$ cat config.mk
export PLATFORM = sky130hd
export DESIGN_NAME = fit_core
export DESIGN_NICKNAME = d
export VERILOG_FILES = /design/src/include/fit_pkg.sv /design/src/rtl/fit_core.sv /design/src/rtl/fit_timer.sv
export SDC_FILE = /design/constraint.sdc
export NUM_CORES = 1
export LEC_CHECK = 0
export BUFFER_PORTS_ARGS = -buffer_cell sky130_fd_sc_hd__buf_2
export CORE_UTILIZATION = 43
export DETAILED_ROUTE_END_ITERATION = 7
export PLACE_DENSITY = 0.58
export SYNTH_ARGS = -nofsm -noshare
export SYNTH_HDL_FRONTEND = slang
export SYNTH_SLANG_ARGS = --single-unit
$ cat constraint.sdc
create_clock -name i_clk -period 4.3 [get_ports i_clk]
set_clock_uncertainty 0.05 [all_clocks]
set_input_delay 0.43 -clock i_clk [delete_from_list [all_inputs] [get_ports i_clk]]
set_output_delay 0.43 -clock i_clk [all_outputs]
set_load 0.1 [all_outputs]
$ cat src/include/fit_pkg.sv
// shared constants and carrier types of the buffer, event and timer core
package fit_pkg;
  // buffer geometry
  localparam int unsigned BUF_DEPTH = 64;
  localparam logic [6:0] BUF_FULL = 7'h40;
  // register byte addresses
  localparam logic [5:0] OFS_OPCTL = 6'h00;
  localparam logic [5:0] OFS_EVEN = 6'h04;
  localparam logic [5:0] OFS_MEVEN = 6'h08;
  localparam logic [5:0] OFS_EVFLG = 6'h0c;
  localparam logic [5:0] OFS_MEVFLG = 6'h10;
  localparam logic [5:0] OFS_ERR = 6'h14;
  localparam logic [5:0] OFS_STAT = 6'h18;
  localparam logic [5:0] OFS_DATA = 6'h1c;
  localparam logic [5:0] OFS_FILL = 6'h20;
  localparam logic [5:0] OFS_THR = 6'h24;
  localparam logic [5:0] OFS_MCTL = 6'h28;
  localparam logic [5:0] OFS_TMODE = 6'h2c;
  localparam logic [5:0] OFS_TDIVLO = 6'h30;
  localparam logic [5:0] OFS_RELOAD = 6'h34;
  localparam logic [5:0] OFS_CVAL = 6'h38;
  localparam logic [5:0] OFS_DEMOD = 6'h3c;
  // field positions
  localparam int OPCTL_SLEEP = 4;
  localparam int EV_TIMER = 0;
  localparam int EV_ERR = 1;
  localparam int EV_LOW = 2;
  localparam int EV_HIGH = 3;
  localparam int EV_IDLE = 4;
  localparam int EV_RX = 5;
  localparam int EV_TX = 6;
  localparam int EV_SET = 7;
  localparam int MEV_CRC = 2;
  localparam int ERR_OVR = 4;
  localparam int ST_LOW = 0;
  localparam int ST_HIGH = 1;
  localparam int ST_TRUN = 3;
  localparam int ST_IRQ = 4;
  localparam int ST_CRCRDY = 5;
  localparam int FILL_CLR = 7;
  localparam int MCTL_HALT = 7;
  localparam int MCTL_GO = 6;
  localparam int TM_AUTO = 7;
  localparam int TM_RESTART = 4;
  localparam int DEMOD_ALT = 4;
  // reset values
  localparam logic [3:0] CMD_IDLE = 4'h0;
  localparam logic [5:0] RST_THR = 6'h08;
  localparam logic [11:0] RST_DIV = 12'h000;
  localparam logic [15:0] RST_RELOAD = 16'h0000;
  // soft power-down exit delay in clocks
  localparam int unsigned SLEEP_EXIT_CLKS = 1024;
  localparam logic [10:0] SLEEP_EXIT_LAST = 11'(SLEEP_EXIT_CLKS - 1);

  // events from the command, transceiver and checksum logic
  typedef struct packed {
    logic       tx_end;
    logic       rx_end;
    logic       crc_ready;
    logic       cmd_finish;
    logic [3:0] err;
  } fit_evt_t;

  // timer configuration
  typedef struct packed {
    logic [11:0] divider;
    logic        alt_div;
    logic        restart;
    logic [15:0] reload;
  } fit_tmr_cfg_t;
endpackage

$ cat src/rtl/fit_core.sv
// byte buffer, event flags, timer and soft power-down behind an avalon-mm slave
//
// Local design decisions: the register offsets and the Avalon-MM interface to the registers.
`timescale 1ns/1ps
// Behaviour
// [RL1] one 64-byte buffer shared by host port and command logic, both directions
// [RL2] host write to data port stores a byte and advances write pointer
// [RL3] host read of data port returns head byte, then advances read pointer
// [RL4] 7-bit fill count readable, bytes currently held
// [RL5] host avoids buffer accesses a running command does not expect
// [RL6] writing clear bit resets pointers, zeroes count, clears overrun flag
// [RL7] overrun flag stays set until a buffer clear
// [RL8] near-full is 1 when 64 minus count is at most threshold
// [RL9] near-empty is 1 when count is at most 6-bit threshold
// [RL10] with enable set, rise of an alert flag raises interrupt pin
// [RL11] events shown on summary status bit and, if enabled, on interrupt pin; the status bit here shows enabled flags only
// [RL12] transmit-done flag set when sending moves to end-of-frame pattern
// [RL13] checksum-done flag set when checksum ready becomes 1
// [RL14] receive-done on end of received data; command-done when command goes idle
// [RL15] near-full and near-empty event flags set when alert becomes 1
// [RL16] error event flag set while any error register bit is 1
// [RL17] timer is a 12-bit prescaler with reload 0..4095 then down counter
// [RL18] 16-bit counter reload, value readable; 1 to 0 sets timer flag
// [RL19] host sets and clears timer flag; timer halts at 0 or restarts
// [RL20] go and halt bits, running status, auto start option
// [RL21] default period (2p+1)(r+1) clocks
// [RL22] alternative period (2p+2)(r+1) clocks
// [RL23] sleep bit enters power-down at once; all contents kept
// [RL24] after host writes 0, sleep bit stays 1 for 1024 clocks then clears
// [RL25] interrupt pin active while any enabled flag is set
module fit_core
  import fit_pkg::*;
(
  input  wire logic        i_clk,
  input  wire logic        i_rst_b,
  input  wire logic [5:0]  i_avs_address,
  input  wire logic        i_avs_read,
  input  wire logic        i_avs_write,
  input  wire logic [31:0] i_avs_writedata,
  input  wire logic [3:0]  i_avs_byteenable,
  output logic [31:0]      o_avs_readdata,
  output logic             o_avs_waitrequest,
  input  wire logic        i_eng_push,
  input  wire logic [7:0]  i_eng_data,
  input  wire logic        i_eng_pop,
  input  wire fit_evt_t    i_evt,
  output logic [7:0]       o_eng_head,
  output logic [6:0]       o_eng_fill,
  output logic [3:0]       o_cmd_code,
  output logic             o_sleep,
  output logic             o_irq
);
  // address match, used by every register decode
  function automatic logic hit(input logic [5:0] a, input logic [5:0] o);
    return a == o;
  endfunction

  // storage and state
  logic [7:0]  mem [0:BUF_DEPTH-1];
  logic [5:0]  wr_ptr_r;
  logic [5:0]  rd_ptr_r;
  logic [6:0]  fill_r;
  logic        ovr_r;
  logic [3:0]  err_r;
  logic [5:0]  thr_r;
  logic [3:0]  cmd_r;
  logic        sleep_r;
  logic        exiting_r;
  logic [10:0] sleep_cnt_r;
  logic [6:0]  ev_r;
  logic [6:0]  ev_en_r;
  logic        crc_flag_r;
  logic        crc_en_r;
  logic        lo_prev_r;
  logic        hi_prev_r;
  logic        crc_prev_r;
  logic [11:0] div_r;
  logic        auto_r;
  logic        restart_r;
  logic        alt_r;
  logic [15:0] reload_r;
  logic        wait_r;
  logic [31:0] rdata_r;
  logic        irq_r;
  logic [7:0]  head_r;
  logic [15:0] tmr_value;
  logic        tmr_running;
  logic        tmr_expired;

  // bus phases: first cycle of a request is stalled, second commits
  wire       req     = i_avs_read || i_avs_write;
  wire       accept  = req && wait_r;
  wire       commit  = req && !wait_r;
  wire       wr_lo   = commit && i_avs_write && i_avs_byteenable[0];
  wire       wr_hi   = commit && i_avs_write && i_avs_byteenable[1];
  wire [7:0] wd      = i_avs_writedata[7:0];
  wire [5:0] adr     = i_avs_address;

  // register write strobes
  wire wr_opctl  = wr_lo && hit(adr, OFS_OPCTL);
  wire wr_even   = wr_lo && hit(adr, OFS_EVEN);
  wire wr_meven  = wr_lo && hit(adr, OFS_MEVEN);
  wire wr_evflg  = wr_lo && hit(adr, OFS_EVFLG);
  wire wr_mevflg = wr_lo && hit(adr, OFS_MEVFLG);
  wire wr_err    = wr_lo && hit(adr, OFS_ERR);
  wire wr_thr    = wr_lo && hit(adr, OFS_THR);
  wire wr_mctl   = wr_lo && hit(adr, OFS_MCTL);
  wire wr_tmode  = wr_lo && hit(adr, OFS_TMODE);
  wire wr_tdivlo = wr_lo && hit(adr, OFS_TDIVLO);
  wire wr_demod  = wr_lo && hit(adr, OFS_DEMOD);
  wire flush     = wr_lo && hit(adr, OFS_FILL) && wd[FILL_CLR];      // [RL6]

  // buffer access arbitration: host wins a same-cycle clash
  wire       host_push = wr_lo && hit(adr, OFS_DATA);                // [RL2]
  wire       host_pop  = commit && i_avs_read && hit(adr, OFS_DATA); // [RL3]
  wire       push      = host_push || i_eng_push;                    // [RL1] [RL5]
  wire       pop       = host_pop || i_eng_pop;                      // [RL1] [RL5]
  wire [7:0] push_data = host_push ? wd : i_eng_data;
  wire       full      = (fill_r == BUF_FULL);
  wire       do_push   = push && !full && !flush;
  wire       do_pop    = pop && (fill_r != 7'h00) && !flush;
  wire       overflow  = push && full && !flush;

  // fill count steps up on an accepted push and down on an accepted pop
  wire [6:0] fill_nxt = fill_r + {6'h00, do_push} - {6'h00, do_pop}; // [RL4]

  // alert levels from the current count
  wire near_empty = fill_r <= {1'b0, thr_r};                         // [RL9]
  wire near_full  = (BUF_FULL - fill_r) <= {1'b0, thr_r};            // [RL8]

  // error register view and event sources
  wire [4:0] err_view = {ovr_r, err_r};
  wire [6:0] ev_set;
  assign ev_set[EV_TIMER] = tmr_expired;                             // [RL18]
  assign ev_set[EV_ERR]   = |err_view;                               // [RL16]
  assign ev_set[EV_LOW]   = near_empty && !lo_prev_r;                // [RL15]
  assign ev_set[EV_HIGH]  = near_full && !hi_prev_r;                 // [RL15]
  assign ev_set[EV_IDLE]  = i_evt.cmd_finish;                        // [RL14]
  assign ev_set[EV_RX]    = i_evt.rx_end;                            // [RL14]
  assign ev_set[EV_TX]    = i_evt.tx_end;                            // [RL12]
  wire crc_set = i_evt.crc_ready && !crc_prev_r;                     // [RL13]

  // host set/clear of flags; hardware set always wins over a clear
  wire [6:0] ev_wr_set = (wr_evflg && wd[EV_SET]) ? wd[6:0] : 7'h00;   // [RL19]
  wire [6:0] ev_wr_clr = (wr_evflg && !wd[EV_SET]) ? wd[6:0] : 7'h00;  // [RL19]
  wire [6:0] ev_nxt    = (ev_r & ~ev_wr_clr) | ev_wr_set | ev_set;
  wire       crc_nxt   = (crc_flag_r && !(wr_mevflg && wd[MEV_CRC])) || crc_set;

  // pending interrupt: any enabled flag
  wire irq_pend = |(ev_r & ev_en_r) || (crc_flag_r && crc_en_r);    // [RL25] [RL10]

  // timer starts from host bit, or at end of transmission when auto is on
  wire tmr_go   = (wr_mctl && wd[MCTL_GO]) || (auto_r && i_evt.tx_end); // [RL20]
  wire tmr_halt = wr_mctl && wd[MCTL_HALT];                          // [RL20]
  wire fit_tmr_cfg_t tmr_cfg = '{divider: div_r, alt_div: alt_r,
                                 restart: restart_r, reload: reload_r};

  // read mux, latched on the stall cycle so data stands at the commit edge
  logic [31:0] rd_mux;
  always_comb begin
    rd_mux = 32'h0000_0000;
    unique case (1'b1)
      hit(adr, OFS_OPCTL):  rd_mux[7:0] = {3'h0, sleep_r, cmd_r};
      hit(adr, OFS_EVEN):   rd_mux[7:0] = {1'b0, ev_en_r};
      hit(adr, OFS_MEVEN):  rd_mux[MEV_CRC] = crc_en_r;
      hit(adr, OFS_EVFLG):  rd_mux[7:0] = {1'b0, ev_r};
      hit(adr, OFS_MEVFLG): rd_mux[MEV_CRC] = crc_flag_r;
      hit(adr, OFS_ERR):    rd_mux[4:0] = err_view;
      hit(adr, OFS_STAT): begin
        rd_mux[ST_LOW]    = near_empty;                              // [RL9]
        rd_mux[ST_HIGH]   = near_full;                               // [RL8]
        rd_mux[ST_TRUN]   = tmr_running;                             // [RL20]
        rd_mux[ST_IRQ]    = irq_pend;                                // [RL11]
        rd_mux[ST_CRCRDY] = i_evt.crc_ready;
      end
      hit(adr, OFS_DATA):   rd_mux[7:0] = mem[rd_ptr_r];             // [RL3]
      hit(adr, OFS_FILL):   rd_mux[6:0] = fill_r;                    // [RL4]
      hit(adr, OFS_THR):    rd_mux[5:0] = thr_r;
      hit(adr, OFS_TMODE): begin
        rd_mux[TM_AUTO]    = auto_r;
        rd_mux[TM_RESTART] = restart_r;
        rd_mux[3:0]        = div_r[11:8];
      end
      hit(adr, OFS_TDIVLO): rd_mux[7:0] = div_r[7:0];
      hit(adr, OFS_RELOAD): rd_mux[15:0] = reload_r;
      hit(adr, OFS_CVAL):   rd_mux[15:0] = tmr_value;                // [RL18]
      hit(adr, OFS_DEMOD):  rd_mux[DEMOD_ALT] = alt_r;
      default:              rd_mux = 32'h0000_0000;
    endcase
  end

  // buffer array, no reset: contents are dead once pointers move
  always_ff @(posedge i_clk) begin
    if (do_push) begin
      mem[wr_ptr_r] <= push_data;                                    // [RL2]
    end
  end

  // pointers, fill count and overrun
  always_ff @(posedge i_clk) begin
    if (!i_rst_b) begin
      wr_ptr_r <= 6'h00;
      rd_ptr_r <= 6'h00;
      fill_r   <= 7'h00;
      ovr_r    <= 1'b0;
    end else if (flush) begin
      wr_ptr_r <= 6'h00;                                             // [RL6]
      rd_ptr_r <= 6'h00;
      fill_r   <= 7'h00;
      ovr_r    <= 1'b0;                                              // [RL7]
    end else begin
      wr_ptr_r <= wr_ptr_r + {5'h00, do_push};
      rd_ptr_r <= rd_ptr_r + {5'h00, do_pop};                        // [RL3]
      fill_r   <= fill_nxt;
      ovr_r    <= ovr_r || overflow;                                 // [RL7]
    end
  end

  // head byte for the command logic, one cycle behind the read pointer
  always_ff @(posedge i_clk) begin
    if (!i_rst_b) begin
      head_r <= 8'h00;
    end else begin
      head_r <= mem[rd_ptr_r];
    end
  end

  // other error bits: sticky, host clears with ones; overrun not reachable here
  always_ff @(posedge i_clk) begin
    if (!i_rst_b) begin
      err_r <= 4'h0;
    end else begin
      err_r <= (err_r & ~(wr_err ? wd[3:0] : 4'h0)) | i_evt.err;
    end
  end

  // event flags and edge history
  always_ff @(posedge i_clk) begin
    if (!i_rst_b) begin
      ev_r       <= 7'h00;
      crc_flag_r <= 1'b0;
      lo_prev_r  <= 1'b0;
      hi_prev_r  <= 1'b0;
      crc_prev_r <= 1'b0;
    end else begin
      ev_r       <= ev_nxt;                                          // [RL11]
      crc_flag_r <= crc_nxt;                                         // [RL13]
      lo_prev_r  <= near_empty;
      hi_prev_r  <= near_full;
      crc_prev_r <= i_evt.crc_ready;
    end
  end

  // host control registers
  always_ff @(posedge i_clk) begin
    if (!i_rst_b) begin
      ev_en_r   <= 7'h00;
      crc_en_r  <= 1'b0;
      thr_r     <= RST_THR;
      div_r     <= RST_DIV;
      auto_r    <= 1'b0;
      restart_r <= 1'b0;
      alt_r     <= 1'b0;
      reload_r  <= RST_RELOAD;
    end else begin
      if (wr_even) ev_en_r <= wd[6:0];                               // [RL10]
      if (wr_meven) crc_en_r <= wd[MEV_CRC];
      if (wr_thr) thr_r <= wd[5:0];
      if (wr_tmode) begin
        auto_r      <= wd[TM_AUTO];                                  // [RL20]
        restart_r   <= wd[TM_RESTART];                               // [RL19]
        div_r[11:8] <= wd[3:0];                                      // [RL17]
      end
      if (wr_tdivlo) div_r[7:0] <= wd;
      if (wr_demod) alt_r <= wd[DEMOD_ALT];                          // [RL22]
      if (wr_lo && hit(adr, OFS_RELOAD)) reload_r[7:0] <= wd;        // [RL18]
      if (wr_hi && hit(adr, OFS_RELOAD)) reload_r[15:8] <= i_avs_writedata[15:8];
    end
  end

  // command code: engine finishing returns it to idle
  always_ff @(posedge i_clk) begin
    if (!i_rst_b) begin
      cmd_r <= CMD_IDLE;
    end else if (i_evt.cmd_finish) begin
      cmd_r <= CMD_IDLE;                                             // [RL14]
    end else if (wr_opctl) begin
      cmd_r <= wd[3:0];
    end
  end

  // soft power-down: set at once, clear only after the exit delay
  always_ff @(posedge i_clk) begin
    if (!i_rst_b) begin
      sleep_r     <= 1'b0;
      exiting_r   <= 1'b0;
      sleep_cnt_r <= 11'h000;
    end else if (wr_opctl && wd[OPCTL_SLEEP]) begin
      sleep_r     <= 1'b1;                                           // [RL23]
      exiting_r   <= 1'b0;
      sleep_cnt_r <= 11'h000;
    end else if (wr_opctl && sleep_r && !exiting_r) begin
      exiting_r   <= 1'b1;                                           // [RL24]
      sleep_cnt_r <= 11'h000;
    end else if (exiting_r) begin
      sleep_cnt_r <= sleep_cnt_r + 11'h001;
      if (sleep_cnt_r == SLEEP_EXIT_LAST) begin
        sleep_r   <= 1'b0;                                           // [RL24]
        exiting_r <= 1'b0;
      end
    end
  end

  // bus handshake and output flops
  always_ff @(posedge i_clk) begin
    if (!i_rst_b) begin
      wait_r  <= 1'b1;
      rdata_r <= 32'h0000_0000;
      irq_r   <= 1'b0;
    end else begin
      wait_r  <= !accept;
      if (accept) rdata_r <= rd_mux;
      irq_r   <= irq_pend;                                           // [RL25] [RL11]
    end
  end

  // timer stages
  fit_timer u_timer (
    .i_clk     (i_clk),
    .i_rst_b   (i_rst_b),
    .i_go      (tmr_go),
    .i_halt    (tmr_halt),
    .i_cfg     (tmr_cfg),
    .o_value   (tmr_value),
    .o_running (tmr_running),
    .o_expired (tmr_expired)
  );

  assign o_avs_readdata    = rdata_r;
  assign o_avs_waitrequest = wait_r;
  assign o_eng_head        = head_r;
  assign o_eng_fill        = fill_r;
  assign o_cmd_code        = cmd_r;
  assign o_sleep           = sleep_r;
  assign o_irq             = irq_r;
endmodule

$ cat src/rtl/fit_timer.sv
// two-stage reloadable timer: prescaler then down counter
`timescale 1ns/1ps
module fit_timer
  import fit_pkg::*;
(
  input  wire logic         i_clk,
  input  wire logic         i_rst_b,
  input  wire logic         i_go,
  input  wire logic         i_halt,
  input  wire fit_tmr_cfg_t i_cfg,
  output logic [15:0]       o_value,
  output logic              o_running,
  output logic              o_expired
);
  logic [12:0] pre_r;
  logic [15:0] cnt_r;
  logic        run_r;
  logic        exp_r;

  // load 2p or 2p+1; counting down to 0 gives 2p+1 or 2p+2 clocks
  wire [12:0] pre_load = {i_cfg.divider, i_cfg.alt_div};   // [RL21] [RL22]
  wire        tick     = run_r && (pre_r == 13'h0000);

  // halt beats go so a stray double write leaves the timer stopped
  always_ff @(posedge i_clk) begin
    if (!i_rst_b) begin
      pre_r <= 13'h0000;
      cnt_r <= 16'h0000;
      run_r <= 1'b0;
      exp_r <= 1'b0;
    end else begin
      exp_r <= 1'b0;
      if (i_halt) begin
        run_r <= 1'b0;                                      // [RL20]
      end else if (i_go) begin
        run_r <= 1'b1;                                      // [RL20]
        pre_r <= pre_load;                                  // [RL17]
        cnt_r <= i_cfg.reload;                              // [RL18]
      end else if (run_r && !tick) begin
        pre_r <= pre_r - 13'h0001;                          // [RL17]
      end else if (tick) begin
        pre_r <= pre_load;
        if (cnt_r == 16'h0001) begin
          cnt_r <= 16'h0000;
          exp_r <= 1'b1;                                    // [RL18]
          run_r <= i_cfg.restart;                           // [RL19]
        end else if (cnt_r == 16'h0000) begin
          cnt_r <= i_cfg.reload;                            // [RL19]
          run_r <= i_cfg.restart;
        end else begin
          cnt_r <= cnt_r - 16'h0001;
        end
      end
    end
  end

  assign o_value   = cnt_r;
  assign o_running = run_r;
  assign o_expired = exp_r;
endmodule

==> results of run 1 <==
## cells in the mapped netlist, drive strengths merged (40+ instances only)
master / n / area [um2]
edfxtp: 512 / 15400
nor2: 211 / 792
dfxtp: 154 / 3080
nand2: 113 / 424
mux2i: 100 / 1000
a21oi: 97 / 485
mux4: 97 / 2210
buf: 68 / 454
clkbuf: 63 / 236
nand3: 47 / 240
o21ai: 43 / 223
nor3: 40 / 225
## what timing repair did
| action | CTS | global route |
|---|---|---|
| hold buffers | 12 | 0 |
| hold endpoints to repair | 12 | 0 |
| resized for setup | 0 | 0 |
## worst paths after layout
kind	to	slack (ns)	cells past startpoint	start
max reg2reg	o_eng_fill[6]	0.85	14	o_avs_waitrequest
min reg2reg	ev_r[3]	0.37	1	hi_prev_r
max	o_eng_fill[6]	0.85	14	o_avs_waitrequest
min	ev_r[4]	0.04	3	i_evt[4]
## cell type report
cell class / count / area (um2) / area share (%)
flip-flops and latches: 666 / 18500 / 56.2
multi-input cells: 1195 / 9330 / 28.4
clock buffers: 97 / 2010 / 6.12
repair buffers: 209 / 1440 / 4.39
well taps: 864 / 1080 / 3.29
clock inverters: 38 / 384 / 1.17
inverters: 34 / 128 / 0.389
## state kept, by name (all words and copies together), names as in the netlist, 4 cells and up
signal	cells
sleep_cnt_r	11
u_timer.o_value	16
reload_r	16
o_eng_fill	7
ev_r	7
o_cmd_code	4
rd_ptr_r	6
thr_r	6
wr_ptr_r	6
u_timer.pre_r	13
o_avs_readdata	16
mem	512
err_r	4
o_eng_head	8
div_r	12
ev_en_r	7
## cells by family after synthesis
family                   after synthesis  share of synthesized area [%]
multiplexers                         227                           12.4
AND/OR/NAND/NOR                      539                           9.11
XOR/XNOR                              34                           1.04
buffers and inverters                165                           2.87
AO/OA/AOI/OAI                        346                           8.35
other                                  1                         0.0131
adder cells (fa/ha/maj)               33                           1.47
flip-flops                           666                           64.7
## worst min-delay path, delay by kind of cell
kind	cells	cell delay (ns)
buffers and inverters	2	0.13
AOI/OAI and AO/OA	1	0.11
## metal layers
metal  track usage, %  wire length (um)  vias to the layer above  part of all wire (%)
met3             3.08              4440                      128                   5.8
met4             7.43              2360                        0                   3.1
met1             32.7             34300                     9219                    44
li1                 -                 -                     8116                     -
met2             36.5             36000                      638                    47
met5                0                 0                        -                     0
## stage by stage
step           setup WS [ns]  utilization (%)  cells
2_1_floorplan          0.631                -   2026
3_3_place_gp           0.700             46.1   2956
3_5_place_dp           0.680             46.1   2956
4_1_cts                0.806             49.9   3103
5_1_grt                0.654             49.9   3103
6_report               0.846             49.9   3103
## power groups by stage
stage | clock, uW | sequential, uW | combinational [uW]
2_1_floorplan | 0 | 7650 | 2030
3_3_place_gp | 0 | 7390 | 3050
3_5_place_dp | 0 | 7400 | 3070
4_1_cts | 6360 | 7260 | 3100
5_1_grt | 6600 | 7270 | 3280
6_report | 6260 | 7260 | 3060
==> impl_metrics.toml, run 1 <==
[run_status]
status = "finished, final reports clean"

[die]
core_um2 = 65700
fp.dieArea_um2 = 67400
ios = 118
dieWidth_um = 260
rows = 94
start_util_pct = 43.4
die_h_um = 260

[setup_path]
start_kind = "register"
cp_top_family = "adder cells"
cp_slowest_cell = "nand3b_2"
path_max_fanout = 8
cp.required_ns = 4.72
slowest_delay_ns = 0.43
worstPathArrival_ns = 3.87
worst_setup_path_end_kind = "register"
worstSetupPathType = "register to register"
path_buf_inv = 2
cp_cell_sequence = "nand3b_2 > nor3_2 > o211ai_2 > ha_1 > inv_1 > ha_1 > inv_1 > fa_1 > o21bai_1 > a21oi_1 > o21bai_1 > a21oi_1 > xnor2_1 > nor2_1"

[timing]
finalCritPeriodShare_pct = 80.3
whs_ns = 0.0434
fin_setup_tns_ns = 0
tightestPinTransition_ns = 1.26
rsz0062_at_grt = "false"
finalCriticalPeriod_ns = 3.45
slew_headroom_pct = 15.1
finalSetupViolations = 0
finalHoldViolCount = 0
drv_slew = 0
max_freq_mhz = 290

[route]
drtIter0Drc = 1809
ant_nets = 0
vias = 18100
first_pass_iters = 5
routed_wl_um = 77000
detail_route.wl_per_cell_um = 24.8
drc = 0
vias_per_cell = 5.83

[clock_tree]
cts.path.max_buffers = 3
insertion_delay_ns = 0.62
root_buffer = "clkbuf_16"
cts_tree = "done"
htree_levels = 3
clkTransAtPathRegs_ns = 0.06
cts_sinks = 666
post_cts_buffers = 0
cts_inserted_buffers = 73

[yosys]
synth_edf_count = 512
synth_cell_type_count = 87
synthArstFlopShare_pct = 0
ys_seq_elements = 666
ys_seq_area_share_pct = 64.7
synth.avg_cell_area_um2 = 14.2
ys.flop_type = "edfxtp_1"
syn_area_um2 = 28500
yosys_warnings = 0
syn_inst = 2011

[place]
port_buffers = 83
placedInstanceArea_um2 = 30300
dp_hpwl_um = 51100
gp_congestion = 0.945

[global_route]
grt_max_degree = 65
grtUsageTotal_pct = 23.0
grt_pass1_vias = 17600
antenna_found_initial = 0
grt_pass1_wl_um = 115000
overflow = 0

[power_and_ir_drop]
peakVddDrop_v = 0.000350
p_clk_share_pct = 37.8
p_leak_uw = 0.0110
p_comb_share_pct = 18.5
p_int_uw = 11900
p_per_area_nw_per_um2 = 505
sw_frac_of_total_pct = 28.0
power_frac_seq_pct = 43.8
p_switching_uw = 4650
p_total_uw = 16600

[layout]
final_nets = 2276
antenna_cells = 0
fin_area_um2 = 32800
syn2layout_area_growth_pct = 15.1
final_common_cell = "edfxtp_1"
fillers = 5612
drive_above_1_share_pct = 20.8
layout_common_cells = "edfxtp_1, nor2_1, dfxtp_1, nand2_1, buf_4"

[worst_hold_path]
min_path_type = "input port to register"

[run]
drv_cap = 0
Note: power is estimated with default switching activity, not from simulation.
==> run 2, diff against run 1 <==
--- a/config.mk
+++ b/config.mk
@@ -5,10 +5,11 @@
 export SDC_FILE = /design/constraint.sdc
 export NUM_CORES = 1
 export LEC_CHECK = 0
+export ABC_AREA = 1
 export BUFFER_PORTS_ARGS = -buffer_cell sky130_fd_sc_hd__buf_2
 export CORE_UTILIZATION = 43
 export DETAILED_ROUTE_END_ITERATION = 7
-export PLACE_DENSITY = 0.58
+export PLACE_DENSITY = 0.6
 export SYNTH_ARGS = -nofsm -noshare
 export SYNTH_HDL_FRONTEND = slang
 export SYNTH_SLANG_ARGS = --single-unit
==> constraint.sdc (replaced) <==
create_clock -name i_clk -period 2.82 [get_ports i_clk]
set_clock_uncertainty 0.05 [all_clocks]
set_input_delay 0.282 -clock i_clk [delete_from_list [all_inputs] [get_ports i_clk]]
set_output_delay 0.282 -clock i_clk [all_outputs]
set_load 0.1 [all_outputs]
==> impl_metrics.toml, run 2 <==
[worst_hold_path]
min_path_type = "input port to register"
hold_depth = 5

[power_and_ir_drop]
sw_frac_of_total_pct = 32.1
p_int_uw = 18400
p_leak_uw = 0.0141
p_switching_uw = 8710
peakVddDrop_v = 0.000715
p_per_area_nw_per_um2 = 775
p_comb_share_pct = 24.3
p_clk_share_pct = 35.4
power_frac_seq_pct = 40.3

[layout]
antenna_cells = 0
final_common_cell = "nand2_1"
fillers = 6058
final_core_util_pct = 51.7
multi_input_area_um2 = 9520
registers.top_by_ff_count = "mem"
largest_reg_flops = 512
drive_above_1_share_pct = 13.0
regArea_um2 = 18500
syn2layout_area_growth_pct = 18.4
final_nets = 3441
layout_common_cells = "nand2_1, edfxtp_1, nand3_1, inv_1, nor2_1"

[setup_path]
worstPathArrival_ns = 3.22
cp.required_ns = 3.28
reg2reg_depth = 22
start_kind = "register"
worstSetupPathType = "register to register"
worst_setup_path_end_kind = "register"
path_max_fanout = 5

[route]
vias = 22600
detail_route.wl_per_cell_um = 19.5
vias_per_cell = 5.29
drc = 0
ant_nets = 0
first_pass_iters = 8
routed_wl_um = 83200
drtIter0Drc = 2016

[place]
gp_congestion = 0.955
dp_hpwl_um = 53200
port_buffers = 83

[global_route]
grt_busiest_layer = "met2"
overflow = 0
grt_pass1_vias = 22100
grt_pass1_wl_um = 128000
grtUsageMet3_pct = 4.43
grt_max_degree = 111
grt_use_met2_pct = 38.6
use_met1_pct = 32.2
antenna_found_initial = 0
grtUsageTotal_pct = 23.9

[timing]
finalSetupViolations = 0
finalCritPeriodShare_pct = 97.9
tightestPinTransition_ns = 0.941
rsz0062_at_grt = "true"
max_freq_mhz = 362
fin_setup_tns_ns = 0
drv_slew = 0
finalHoldViolCount = 0
slew_headroom_pct = 37.0
finalCriticalPeriod_ns = 2.76

[run]
drv_cap = 0

[clock_tree]
insertion_delay_ns = 0.62
cts_tree = "done"
cts.path.max_buffers = 3
root_buffer = "clkbuf_16"
htree_levels = 3
cts_inserted_buffers = 73
cts_sinks = 666
clkTransAtPathRegs_ns = 0.06

[yosys]
synthArstFlopShare_pct = 0
ys_top_cells_by_count = "nand2_1, edfxtp_1, nand3_1"
ys_top_cells_by_area = "edfxtp_1, nand2_1, dfxtp_1"
synth.avg_cell_area_um2 = 9.46
synth_edf_count = 512
synth_cell_type_count = 50
ys_seq_elements = 666
synth_top_cell_by_area = "edfxtp_1"
ys.flop_type = "edfxtp_1"
synth_top_area_share_pct = 52.0
syn_area_um2 = 29600
yosys_warnings = 0
ys_seq_area_share_pct = 62.5
syn_inst = 3124
synth.most_common_cell = "nand2_1"

[die]
dieWidth_um = 264
fp.dieArea_um2 = 69800
start_util_pct = 43.7
core_um2 = 67600
rows = 95
die_h_um = 264
ios = 118

[run_status]
status = "finished, final reports clean"
[run 2: cell count changes after synthesis, moves of 69 or more]
cell,change
nand2_1,+803
inv_1,+278
nand3_1,+268
mux2i_1,-100
mux4_2,-91
o21ai_0,+80
nor2_1,+69
[run 2: kinds of logic after synthesis]
kind of cell | count (synthesis) | share of synthesized area (%)
AND/OR/NAND/NOR | 1561 | 22.1
XOR/XNOR | 28 | 0.830
adder cells (fa/ha/maj) | 33 | 1.42
buffers and inverters | 472 | 6.26
flip-flops | 666 | 62.5
AO/OA/AOI/OAI | 363 | 6.94
other | 1 | 0.0127
[run 2: final cells by class]
| cell class | count | share of cell area (%) |
|---|---|---|
| inverters | 319 | 3.51 |
| well taps | 873 | 3.12 |
| clock inverters | 35 | 1.13 |
| clock buffers | 97 | 5.80 |
| flip-flops and latches | 666 | 52.8 |
| multi-input cells | 2001 | 27.2 |
| repair buffers | 283 | 6.38 |
[run 2: worst max-delay path, cell delays in order (launching register included)]
cell      delay, ns
dfxtp_4        0.35
inv_4          0.06
nand3_4        0.12
inv_8          0.10
nand2_8        0.05
clkinv_4       0.05
nor2_4         0.03
nor3_4         0.20
inv_2          0.06
ha_4           0.21
inv_2          0.06
ha_4           0.12
inv_2          0.04
fa_2           0.36
inv_2          0.07
a21oi_2        0.04
nor2_1         0.12
nor2_2         0.06
nor2_2         0.09
nor2_1         0.05
o21bai_1       0.16
a21oi_1        0.09
o21a_1         0.11
[run 2: final timing paths]
check,startpoint,endpoint,slack [ns]
max,o_avs_waitrequest,o_eng_fill[6],0.06
min,i_avs_read,o_avs_readdata[3],0.11
max reg2reg,o_avs_waitrequest,o_eng_fill[6],0.06
min reg2reg,hi_prev_r,ev_r[3],0.37
[run 2: power groups by stage]
stage | clock network [uW] | registers [uW] | logic (uW)
2_1_floorplan | 0 | 11800 | 3640
3_5_place_dp | 0 | 11100 | 6430
6_report | 9600 | 10900 | 6590
3_3_place_gp | 0 | 11100 | 6340
5_1_grt | 10100 | 11000 | 7230
4_1_cts | 9770 | 10900 | 6490
[run 2: repair_timing]
item | in CTS | in global routing
gates resized for setup | 2 | 9
pin swaps | 0 | 8
hold buffers | 26 | 0
setup buffers | 0 | 4
setup endpoints to repair | 1 | 2
hold endpoints to repair | 28 | 0
[run 2: metal layers]
metal / vias up / part of all wire [%]
met5: - / 0
met4: 0 / 3.5
met3: 168 / 6.8
met2: 794 / 47
met1: 10800 / 43
li1: 10800 / -
[run 2: through the flow]
stage          hold slack, ns  power [uW]  instance area, um2  setup WS [ns]  cells
2_1_floorplan           0.322       15400               29800         -0.556   3139
5_1_grt                 0.112       28300               35000         -0.120   4274
3_3_place_gp            0.355       17500               32200         -0.150   4112
4_1_cts                0.0722       27200               34900        0.00552   4270
3_5_place_dp            0.361       17600               32200         -0.185   4112
6_report                0.115       27100               35000         0.0592   4274
==> run 3, diff against run 2 <==
==> constraint.sdc (replaced) <==
create_clock -name i_clk -period 2.82 [get_ports i_clk]
set_clock_uncertainty 0.05 [all_clocks]
set_input_delay 0.282 -clock i_clk [delete_from_list [all_inputs] [get_ports i_clk]]
set_output_delay 0.282 -clock i_clk [all_outputs]
set_load 0.005 [all_outputs]
==> impl_metrics.toml, run 3 (synthesized netlist as in run 2, its figures left out) <==
[route]
drtIter0Drc = 1917
vias_per_cell = 5.26
vias = 22600
routed_wl_um = 82900
first_pass_iters = 6
ant_nets = 0
drc = 0
detail_route.wl_per_cell_um = 19.3

[layout]
drive_above_1_share_pct = 13.0
final_common_cell = "nand2_1"
instances_no_fill = 4292
largest_reg_flops = 512
final_nets = 3453
syn2layout_area_growth_pct = 18.7
fillers = 6048
registers.top_by_ff_count = "mem"
layout_common_cells = "nand2_1, edfxtp_1, nand3_1, inv_1, nor2_1"

[global_route]
grt_use_met2_pct = 39.2
grt_max_degree = 81
grt_pass1_vias = 22000
overflow = 0
grt_pass1_wl_um = 127000
use_met1_pct = 31.5
grtUsageTotal_pct = 23.7
grt_busiest_layer = "met2"
grtUsageMet3_pct = 3.99
antenna_found_initial = 4

[timing]
finalSetupViolations = 1
slew_headroom_pct = 55.8
tightestPinTransition_ns = 0.661
finalCritPeriodShare_pct = 101
finalHoldViolCount = 0
fin_ws_ns = -0.0343
max_freq_mhz = 350
finalCriticalPeriod_ns = 2.85
drv_slew = 0
rsz0062_at_grt = "true"
fin_setup_tns_ns = -0.0343
whs_ns = 0.0495

[setup_path]
worstSetupPathType = "register to register"
reg2reg_depth = 22
cp.required_ns = 3.29
path_max_fanout = 2
r2r_end = "o_eng_fill[6]"
cp-startpoint = "o_eng_fill[0]"
worstPathArrival_ns = 3.32
worst_setup_path_end_kind = "register"
r2r-start = "o_eng_fill[0]"
start_kind = "register"
r2r_setup_slack_ns = -0.03

[power_and_ir_drop]
peakVddDrop_v = 0.000438
p_leak_uw = 0.0142
p_clk_share_pct = 37.0
sw_frac_of_total_pct = 29.6
p_comb_share_pct = 22.3
p_per_area_nw_per_um2 = 762
power_frac_seq_pct = 40.8
p_total_uw = 26700
p_int_uw = 18800
p_switching_uw = 7900

[worst_hold_path]
min_path_type = "input port to register"
hold_depth = 3
holdPathEnd = "o_avs_waitrequest"
hp-start = "i_rst_b"

[place]
dp_slack_ns = -0.221
dp_hpwl_um = 53200
placed_cells = 4121
port_buffers = 83
gp_congestion = 0.929

[clock_tree]
cts_inserted_buffers = 74
cts_sinks = 666
root_buffer = "clkbuf_16"
cts.path.max_buffers = 3
htree_levels = 3
insertion_delay_ns = 0.62
cts_tree = "done"
clkTransAtPathRegs_ns = 0.06

[run_status]
violations = "setup timing"
status = "complete, but fails checks"

[die]
dieWidth_um = 264
start_util_pct = 43.7
die_h_um = 264
ios = 118
rows = 95
core_um2 = 67600
fp.dieArea_um2 = 69800

[run]
drv_cap = 0
==> run 3: cell count changes in the layout (fill, tap and decap cells not counted), moves of 4 or more <==
cell | previous run | this run
clkinvlp_4 | 2 | 6
nor2_1 | 273 | 278
buf_4 | 154 | 166
clkinv_1 | 7 | 12
dfxtp_2 | 1 | 5
nor2_2 | 7 | 3
clkbuf_16 | 75 | 80
dfxtp_4 | 9 | 2
clkbuf_8 | 7 | 2
inv_1 | 298 | 303
inv_4 | 5 | 1
==> run 3: worst max path at each step <==
stage,endpoint,slack [ns],depth (start not counted)
6_report,o_eng_fill[6],-0.03,22
5_1_grt,o_eng_fill[6],-0.20,23
4_1_cts,o_eng_fill[6],0.003,22
3_5_place_dp,o_eng_fill[6],-0.22,23
3_3_place_gp,o_eng_fill[6],-0.25,23
2_1_floorplan,o_eng_fill[6],-0.48,22
==> run 3: metrics by stage <==
| stage | util, % | area [um2] |
|---|---|---|
| after global placement | 47.6 | 32200 |
| after global routing | 51.9 | 35100 |
| after detailed placement | 47.6 | 32200 |
| after CTS | 51.8 | 35000 |
| after floorplan | - | 29700 |
| final | 51.9 | 35100 |
==> run 3: final cells by class <==
class / count / area, um2 / share of cell area, %
Sequential cell: 666 / 18500 / 52.6
Multi-Input combinational cell: 2001 / 9500 / 27.1
Timing Repair Buffer: 294 / 2300 / 6.57
Clock buffer: 97 / 2090 / 5.94
Inverter: 319 / 1210 / 3.45
Tap cell: 873 / 1090 / 3.11
Clock inverter: 40 / 417 / 1.19
Antenna cell: 2 / 5.00 / 0.0143
==> run 3: power groups by stage <==
stage	combinational, uW	sequential, uW	clock (uW)
after floorplan	3510	11100	0
after global placement	5610	11100	0
after detailed placement	5700	11100	0
after CTS	5860	10900	10100
after global routing	6570	10900	10400
final	5950	10900	9880
==> run 3: layer usage <==
layer  routed length, um  share of wire, %
met3                5400               6.5
met2               39400                48
met1               35400                43
met5                   9             0.011
met4                2740               3.3
==> run 3: what timing repair did <==
item | CTS | global route
buffers inserted | 4 | 5
gates resized for setup | 9 | 5
hold buffers | 25 | 0
endpoints found under the hold margin | 29 | 0
pin swaps | 10 | 12
setup endpoints to repair | 1 | 3
==> run 3: worst max-delay path, stage by stage, from the launching register on <==
cell and delay (ns):
dfxtp_2 0.32, inv_1 0.11, ha_4 0.15, nand2_2 0.06, inv_2 0.06, nand3_2 0.06
nand2_1 0.07, nor2_1 0.04, buf_4 0.15, ha_4 0.23, inv_2 0.06, ha_4 0.13
inv_2 0.04, fa_2 0.35, inv_2 0.07, a21oi_2 0.04, nor2_1 0.10, nor2_1 0.06
nor2_1 0.15, nor2_1 0.07, o21bai_1 0.19, a21oi_1 0.09, o21a_1 0.11
